--- config.mk ---
export PLATFORM = sky130hd
export DESIGN_NAME = dag_addr_gen
export DESIGN_NICKNAME = d
export VERILOG_FILES = /design/src/dag_pkg.sv /design/src/dag_addr_gen.sv
export SDC_FILE = /design/constraint.sdc
export NUM_CORES = 1
export LEC_CHECK = 0
export BUFFER_PORTS_ARGS = -buffer_cell sky130_fd_sc_hd__buf_2
export CAP_MARGIN = 20
export CORE_MARGIN = 5
export CORE_UTILIZATION = 34
export CTS_BUF_LIST = sky130_fd_sc_hd__clkbuf_8
export DETAILED_ROUTE_END_ITERATION = 6
export GPL_TIMING_DRIVEN = 0
export HOLD_SLACK_MARGIN = 0.06
export PLACE_DENSITY_LB_ADDON = 0.25
export SETUP_SLACK_MARGIN = 0.1
export SYNTH_ARGS = -nofsm -noshare
export SYNTH_HDL_FRONTEND = slang
export SYNTH_SLANG_ARGS = --single-unit
--- constraint.sdc ---
create_clock -name i_clock -period 8.5 [get_ports i_clock]
set_input_delay 1.7 -clock i_clock [delete_from_list [all_inputs] [get_ports i_clock]]
set_output_delay 1.7 -clock i_clock [all_outputs]
set_load 0.005 [all_outputs]
--- src/dag_pkg.sv ---
package dag_pkg;
    localparam int ADDR_W      = 14;  // address width of both memory spaces
    localparam int DATA_W      = 16;  // register width
    localparam int PM_WORD_W   = 24;  // program memory word width
    localparam int EXT_W       = 8;   // low byte carried by the extension register
    localparam int NUM_PTR     = 4;   // index, modify and length registers per generator
    localparam int SEL_W       = 2;   // selector width for one of four
    localparam int GEN_W       = 2;   // generator select width
    localparam logic [1:0] GEN_DATA_ONLY = 2'h0;
    localparam logic [1:0] GEN_DUAL      = 2'h1;
    localparam logic [1:0] GEN_SERIAL    = 2'h2;  // selects no generator: loads with it are ignored; serial uses GEN_DUAL
    localparam logic [1:0] KIND_I   = 2'h0;  // register kind: index
    localparam logic [1:0] KIND_M   = 2'h1;  // register kind: modify
    localparam logic [1:0] KIND_L   = 2'h2;  // register kind: length
    localparam logic [13:0] RST_PTR = 14'h0000;
    localparam logic [7:0]  RST_EXT = 8'h00;
endpackage : dag_pkg

--- src/dag_addr_gen.sv ---
`timescale 1ns/1ps
`default_nettype none
// Contract
// - each generator holds four index pointers that it updates itself
// - an indirect access post-modifies its pointer by one of four modify registers
// - a nonzero length makes the post-modify wrap inside a circular buffer
// - first generator addresses data memory only, with optional bit reversal
// - second generator addresses program or data memory, no bit reversal
// - both generators work in the same cycle for dual operand fetch
// - circular addressing also serves serial port auto transfers
// - a register written to program memory takes its low byte from extension
// - data read from program memory loads its low byte into extension
module dag_addr_gen
    import dag_pkg::*;
(
    input  wire logic              i_clock,
    input  wire logic              i_rst,
    // register loads from the core
    input  wire logic              i_load,
    input  wire logic [GEN_W-1:0]  i_load_gen,
    input  wire logic [1:0]        i_load_kind,
    input  wire logic [SEL_W-1:0]  i_load_sel,
    input  wire logic [ADDR_W-1:0] i_load_data,
    // first generator access
    input  wire logic              i_dm_req,
    input  wire logic [SEL_W-1:0]  i_dm_isel,
    input  wire logic [SEL_W-1:0]  i_dm_msel,
    input  wire logic              i_dm_bitrev,
    // second generator access
    input  wire logic              i_pm_req,
    input  wire logic              i_pm_space_is_pm,
    input  wire logic [SEL_W-1:0]  i_pm_isel,
    input  wire logic [SEL_W-1:0]  i_pm_msel,
    // serial port auto-transfer uses the second generator when it is idle
    input  wire logic              i_sp_req,
    input  wire logic [SEL_W-1:0]  i_sp_isel,
    input  wire logic [SEL_W-1:0]  i_sp_msel,
    // program memory data transfers
    input  wire logic              i_pm_write,
    input  wire logic [DATA_W-1:0] i_pm_wr_reg,
    input  wire logic              i_pm_read,
    input  wire logic [PM_WORD_W-1:0] i_pm_rd_word,
    input  wire logic              i_ext_load,
    input  wire logic [EXT_W-1:0]  i_ext_data,
    output logic [ADDR_W-1:0]      o_dm_addr,
    output logic                   o_dm_addr_valid,
    output logic [ADDR_W-1:0]      o_dual_addr,
    output logic                   o_dual_addr_valid,
    output logic                   o_dual_is_pm,
    output logic                   o_sp_grant,
    output logic [PM_WORD_W-1:0]   o_progmem_data_bus,
    output logic [DATA_W-1:0]      o_datamem_data_bus,
    output logic [EXT_W-1:0]       o_pm_low_byte_ext
);
    typedef logic [ADDR_W-1:0] dag_addr_type;

    dag_addr_type idx_q [2][NUM_PTR];
    dag_addr_type mod_q [2][NUM_PTR];
    dag_addr_type len_q [2][NUM_PTR];
    dag_addr_type base_q [2][NUM_PTR];
    logic [EXT_W-1:0] ext_q;

    // post-modify with optional circular wrap; base tracks buffer start
    function automatic dag_addr_type next_ptr(dag_addr_type i, dag_addr_type m,
                                              dag_addr_type l, dag_addr_type b);
        logic [ADDR_W:0] sum;
        logic [ADDR_W:0] top;
        sum = {1'b0, i} + {m[ADDR_W-1], m};
        top = {1'b0, b} + {1'b0, l};
        if (l == '0) begin
            next_ptr = sum[ADDR_W-1:0];
        end else if (m[ADDR_W-1] == 1'b0 && sum >= top) begin
            next_ptr = ADDR_W'(sum - {1'b0, l});
        end else if (m[ADDR_W-1] == 1'b1 && (sum < {1'b0, b} || sum[ADDR_W])) begin
            next_ptr = ADDR_W'(sum + {1'b0, l});
        end else begin
            next_ptr = sum[ADDR_W-1:0];
        end
    endfunction : next_ptr

    function automatic dag_addr_type bit_rev(dag_addr_type a);
        for (int k = 0; k < ADDR_W; k++) begin
            bit_rev[k] = a[ADDR_W-1-k];
        end
    endfunction : bit_rev

    // serial port only steals the second generator when the core leaves it idle
    logic sp_go;
    logic [SEL_W-1:0] g2_isel;
    logic [SEL_W-1:0] g2_msel;
    assign sp_go   = i_sp_req && !i_pm_req;
    assign g2_isel = i_pm_req ? i_pm_isel : i_sp_isel;
    assign g2_msel = i_pm_req ? i_pm_msel : i_sp_msel;
    assign o_sp_grant = sp_go;

    // registers of both generators; loads and post-modifies in one process
    always_ff @(posedge i_clock) begin
        if (i_rst) begin
            for (int g = 0; g < 2; g++) begin
                for (int p = 0; p < NUM_PTR; p++) begin
                    idx_q[g][p]  <= RST_PTR;
                    mod_q[g][p]  <= RST_PTR;
                    len_q[g][p]  <= RST_PTR;
                    base_q[g][p] <= RST_PTR;
                end
            end
        end else begin
            if (i_load && i_load_gen <= GEN_DUAL) begin
                case (i_load_kind)
                    KIND_I: begin
                        idx_q[i_load_gen[0]][i_load_sel]  <= i_load_data;
                        base_q[i_load_gen[0]][i_load_sel] <= i_load_data;
                    end
                    KIND_M: mod_q[i_load_gen[0]][i_load_sel] <= i_load_data;
                    KIND_L: len_q[i_load_gen[0]][i_load_sel] <= i_load_data;
                    default: ;
                endcase
            end
            // both generators update in the same cycle
            if (i_dm_req) begin
                idx_q[0][i_dm_isel] <= next_ptr(idx_q[0][i_dm_isel], mod_q[0][i_dm_msel],
                    len_q[0][i_dm_isel], base_q[0][i_dm_isel]);
            end
            if (i_pm_req || sp_go) begin
                idx_q[1][g2_isel] <= next_ptr(idx_q[1][g2_isel], mod_q[1][g2_msel],
                    len_q[1][g2_isel], base_q[1][g2_isel]);
            end
        end
    end

    // registered addresses, taken before the post-modify
    always_ff @(posedge i_clock) begin
        if (i_rst) begin
            o_dm_addr         <= RST_PTR;
            o_dm_addr_valid   <= 1'b0;
            o_dual_addr       <= RST_PTR;
            o_dual_addr_valid <= 1'b0;
            o_dual_is_pm      <= 1'b0;
        end else begin
            o_dm_addr_valid <= i_dm_req;
            if (i_dm_req) begin
                o_dm_addr <= i_dm_bitrev ? bit_rev(idx_q[0][i_dm_isel])
                                         : idx_q[0][i_dm_isel];
            end
            o_dual_addr_valid <= i_pm_req || sp_go;
            if (i_pm_req || sp_go) begin
                o_dual_addr  <= idx_q[1][g2_isel];
                o_dual_is_pm <= i_pm_req && i_pm_space_is_pm;
            end
        end
    end

    // extension register: a data read wins over a direct load
    always_ff @(posedge i_clock) begin
        if (i_rst) begin
            ext_q <= RST_EXT;
        end else if (i_pm_read) begin
            ext_q <= i_pm_rd_word[EXT_W-1:0];
        end else if (i_ext_load) begin
            ext_q <= i_ext_data;
        end
    end
    assign o_pm_low_byte_ext = ext_q;

    // program data path words
    always_ff @(posedge i_clock) begin
        if (i_rst) begin
            o_progmem_data_bus <= '0;
            o_datamem_data_bus <= '0;
        end else begin
            if (i_pm_write) begin
                o_progmem_data_bus <= {i_pm_wr_reg, ext_q};
            end
            if (i_pm_read) begin
                o_datamem_data_bus <= i_pm_rd_word[PM_WORD_W-1:EXT_W];
            end
        end
    end

    a_write_low_byte: assert property (@(posedge i_clock) disable iff (i_rst)
        i_pm_write |=> o_progmem_data_bus[EXT_W-1:0] == $past(ext_q))
        else $error("write low byte not from extension");

    a_read_ext_load: assert property (@(posedge i_clock) disable iff (i_rst)
        i_pm_read |=> ext_q == $past(i_pm_rd_word[EXT_W-1:0]))
        else $error("extension not loaded on read");

    a_read_high_word: assert property (@(posedge i_clock) disable iff (i_rst)
        i_pm_read |=> o_datamem_data_bus == $past(i_pm_rd_word[PM_WORD_W-1:EXT_W]))
        else $error("upper sixteen bits misrouted");

    a_linear_update: assert property (@(posedge i_clock) disable iff (i_rst)
        i_dm_req && !i_load && len_q[0][i_dm_isel] == '0 |=>
        idx_q[0][$past(i_dm_isel)] == dag_addr_type'($past(idx_q[0][i_dm_isel])
            + $past(mod_q[0][i_dm_msel])))
        else $error("linear post-modify wrong");

    a_dm_addr_out: assert property (@(posedge i_clock) disable iff (i_rst)
        i_dm_req && !i_dm_bitrev |=> o_dm_addr_valid && o_dm_addr == $past(idx_q[0][i_dm_isel]))
        else $error("data address not the pre-modify pointer");

    a_bitrev_out: assert property (@(posedge i_clock) disable iff (i_rst)
        i_dm_req && i_dm_bitrev |=> o_dm_addr == bit_rev($past(idx_q[0][i_dm_isel])))
        else $error("bit reversed address wrong");

    a_dual_concurrent: assert property (@(posedge i_clock) disable iff (i_rst)
        i_dm_req && i_pm_req |=> o_dm_addr_valid && o_dual_addr_valid)
        else $error("generators not concurrent");

    a_dual_space: assert property (@(posedge i_clock) disable iff (i_rst)
        i_pm_req |=> o_dual_is_pm == $past(i_pm_space_is_pm))
        else $error("second generator space wrong");

    a_serial_grant: assert property (@(posedge i_clock) disable iff (i_rst)
        o_sp_grant |-> !i_pm_req ##1 o_dual_addr_valid && !o_dual_is_pm)
        else $error("serial transfer not served");

    a_wrap_inside: assert property (@(posedge i_clock) disable iff (i_rst)
        i_dm_req && !i_load && len_q[0][i_dm_isel] != '0
        && idx_q[0][i_dm_isel] >= base_q[0][i_dm_isel]
        && idx_q[0][i_dm_isel] < base_q[0][i_dm_isel] + len_q[0][i_dm_isel]
        && !mod_q[0][i_dm_msel][ADDR_W-1] && mod_q[0][i_dm_msel] < len_q[0][i_dm_isel] |=>
        idx_q[0][$past(i_dm_isel)] >= base_q[0][$past(i_dm_isel)]
        && dag_addr_type'(idx_q[0][$past(i_dm_isel)] - base_q[0][$past(i_dm_isel)])
            < len_q[0][$past(i_dm_isel)])
        else $error("circular pointer left buffer");

    a_ptr_hold: assert property (@(posedge i_clock) disable iff (i_rst)
        !i_dm_req && !i_load |=> $stable(idx_q[0][0]))
        else $error("pointer changed without use");
endmodule : dag_addr_gen
`default_nettype wire

==> flow_summary.ini <==
[route]
routed_wire_length_per_instance_um = 24.42
drtPass1Iterations = 5
via_per_inst = 5.433
total_number_of_vias = 21290
remaining_drc_errors = 0
detail_route.wirelength_um = 95670
detailedRoute.firstIterationViolations = 2107
detail-route-antenna-nets = 0

[layout]
post_route_design_area_um2 = 33330
drive_above_1_share_pct = 17.94
final_core_util_pct = 39.70
nNetsFinal = 2956
filler_cell_count_in_the_final_layout = 8041
area_growth_syn_to_layout_pct = 15.46

[die]
initial_utilization_pct = 34.38
boundaryPins = 171
rows = 106
die_h_um = 301.4
die_area_um2 = 90820
core_area_um2 = 83950
width_of_the_die_um = 301.4

[placement]
hpwl_after_dpl_um = 71200
portBuffers = 161
gp_routability_congestion = 0.9006
postPlaceCellArea_um2 = 31280

[worst_setup_path]
critPathMaxFanout = 10
capturing_element_type_of_the_critical_path = flip-flop
critical_path_class = input pin to flip-flop
kind_of_cell_adding_the_most_delay_to_the_critical_path = compound AO/OA/AOI/OAI gates
reg2reg_slack_ns = 2.33
cp_launch_type = input pin
critPathRequiredTime_ns = 8.97
worstPathArrival_ns = 8.69
cpMaxStageDelayCell = buf_1
critPathMaxStageDelay_ns = 0.55
critical_path_buf_inv_count = 5
critical-path-top-cell-by-count = a21oi_1

[clocking]
clock_sink_count = 527
max_h_tree_level = 3
clock_tree.root_cell = clkbuf_8
numCtsBuffers = 93
clock_latency_ns = 0.69
tritoncts = done
path_clk_slew_ns = 0.06
max-clock-path-buffers = 3

[grt]
globalRouteMet2Util_pct = 32.60
first_global_vias = 21230
grt_antenna_before_repair = 12
groute.usage.overall_pct = 20.58
largest_net_degree_at_the_start_of_global_routing = 20
gr-max-usage-layer = met2
gr-usage-met1_pct = 28.29
globalRoute.totalOverflow = 0
globalRouteMet3Util_pct = 4.895
grt_pass1_wl_um = 139300

[sta]
achievable-frequency_ghz = 0.1217
final.min_clock_period_ns = 8.220
tightestPinTransition_ns = 1.173
fin_worst_hold_slack_ns = 0.4511
fin_crit_sh_pct = 96.71
finalClockSkew_ns = 0.03210
hold_violations = 0
setup_viol = 0
slew_headroom_pct = 21.26
finalMaxSlewViolations = 0
grt_setup_unrepaired = yes

[power]
clock_power_share_pct = 25.6
vdd_ir_drop_max_uv = 138.7
p_sw_w = 0.003286
seq_power_share_pct = 35.0
internal-power_w = 0.005404
total_power_density_per_cell_area_nw_per_um2 = 260.8
netSwitchingFraction_pct = 37.81
combPwrFrac_pct = 39.3
total_leakage_power_nw = 13.12

[yosys]
synth.top_cells.by_area = edfxtp_1, mux4_2, ha_1
synth_cells = 2428
synth-main-ff-cell = edfxtp_1
synth_largest_type_area_fraction_pct = 46.61
commonest_cells_in_the_synthesized_netlist = edfxtp_1, and2_1, nand2_1
postSynthNetCount = 2686
netlist_area_um2 = 28860
yosys.cell_count.top_type = edfxtp_1
synth_edf_count = 448
netlist.top_cell.by_area = edfxtp_1
ys_ff_latch = 527
ys.warnings.count = 0
postSynthAreaPerCell_um2 = 11.89
synth_sequential_area_ratio_pct = 52.09
postSynth.asyncResetShare_pct = 0
number_of_distinct_standard_cells_referenced_by_the_synthesized_netlist = 77

[status]
status = completed

[hold_path]
worst_hold_path_type = flip-flop to flip-flop

[flow_run]
drv_cap = 0
[registers in the layout (all words and copies together), names as in the netlist]
register / cells
o_dual_is_pm: 1
o_dm_addr_valid: 1
o_pm_low_byte_ext: 8
o_dual_addr: 14
idx_q: 112
o_progmem_data_bus: 24
o_datamem_data_bus: 16
o_dual_addr_valid: 1
len_q: 112
o_dm_addr: 14
base_q: 112
mod_q: 112
[worst paths after layout]
| kind | startpoint | to | cells past startpoint |
|---|---|---|---|
| worst min-delay path | o_dual_addr[9] | o_dual_addr[9] | 2 |
| worst max-delay path | i_dm_isel[1] | idx_q[0][2] | 28 |
| worst min register to register | o_dual_addr[9] | o_dual_addr[9] | 2 |
| worst max register to register | idx_q[0][1] | idx_q[0][4] | 22 |
[stage by stage]
stage | instances | total power, W | setup slack (ns) | TNS [ns]
2_1_floorplan | 2428 | 0.005273 | 0.2008 | 0
3_3_place_gp | 3723 | 0.006234 | -2.272 | -209.84
3_5_place_dp | 3734 | 0.006314 | -2.358 | -213.47
4_1_cts | 3907 | 0.008598 | 0.1137 | 0
5_1_grt | 3913 | 0.009163 | 0.04897 | 0
6_report | 3918 | 0.008690 | 0.2801 | 0
[worst reg2reg max path, stage by stage, from the launching register on]
cell and delay (ns):
edfxtp_1 0.39, mux4_2 0.61, ha_1 0.32, a21o_1 0.18
a21oi_1 0.20, o21ai_0 0.11, a21oi_1 0.22, o21ai_0 0.11
a21oi_1 0.27, o211ai_1 0.14, a2111oi_0 0.49, nor3_1 0.16
xor2_2 0.23, ha_1 0.35, nand3_1 0.09, nor4_1 0.31
nor2_1 0.17, o31ai_1 0.48, clkbuf_2 0.38, a21oi_1 0.08
a211oi_1 0.26, o21ai_1 0.22, o21ai_0 0.25
[what timing repair did]
action                                  4_1_cts  5_1_grt
hold buffers                                  0        0
pin swaps                                     0        2
resized for setup                            43       34
setup buffers                                 1        3
endpoints found under the setup margin      112      112
[per-layer routing]
layer | vias to the layer above | wire, µm
li1 | 9573 | -
met1 | 10610 | 40600
met2 | 944 | 44190
met3 | 159 | 8294
met4 | 2 | 2574
met5 | - | 7
[cells by family after synthesis]
| kind of cell | after synthesis | share of synthesized area [%] |
|---|---|---|
| adder cells (fa/ha/maj) | 167 | 7.448 |
| multiplexers | 187 | 11.38 |
| XOR/XNOR | 59 | 1.790 |
| buffers and inverters | 260 | 3.455 |
| flip-flops | 527 | 52.09 |
| AO/OA/AOI/OAI | 495 | 10.88 |
| AND/OR/NAND/NOR | 733 | 12.96 |
[layout by cell type, fill, tap and decap left out, types with 42 or more instances in the layout]
| cell type | n |
|---|---|
| o21ai_0 | 127 |
| mux2i_1 | 70 |
| a21oi_1 | 103 |
| clkbuf_8 | 101 |
| buf_2 | 165 |
| inv_1 | 165 |
| edfxtp_1 | 448 |
| dfxtp_1 | 79 |
| and3_1 | 42 |
| mux4_2 | 109 |
| ha_1 | 159 |
| nor2_1 | 147 |
| and2_1 | 213 |
| nand3_1 | 46 |
| nand2_1 | 163 |
| clkbuf_1 | 92 |
[power groups by stage]
stage                     combinational (W)  sequential (W)  clock, W
final                               0.00342         0.00305   0.00223
after detailed placement            0.00321         0.00310         0
after global placement              0.00314         0.00309         0
after global routing                0.00370         0.00306   0.00240
after CTS                           0.00328         0.00305   0.00227
after floorplan                     0.00219         0.00308         0
[area by class of cell]
class	count	area, µm²	area share [%]
sequential	527	15030	45.11
multi-input combinational	1641	13070	39.22
tap	1134	1419	4.258
clock buffer	101	1390	4.171
timing repair buffer	176	979.7	2.940
buffer	125	548.0	1.644
inverter	134	503.0	1.509
clock inverter	72	361.6	1.085
antenna	8	20.02	0.06007
(Power assumes the default switching activity.)
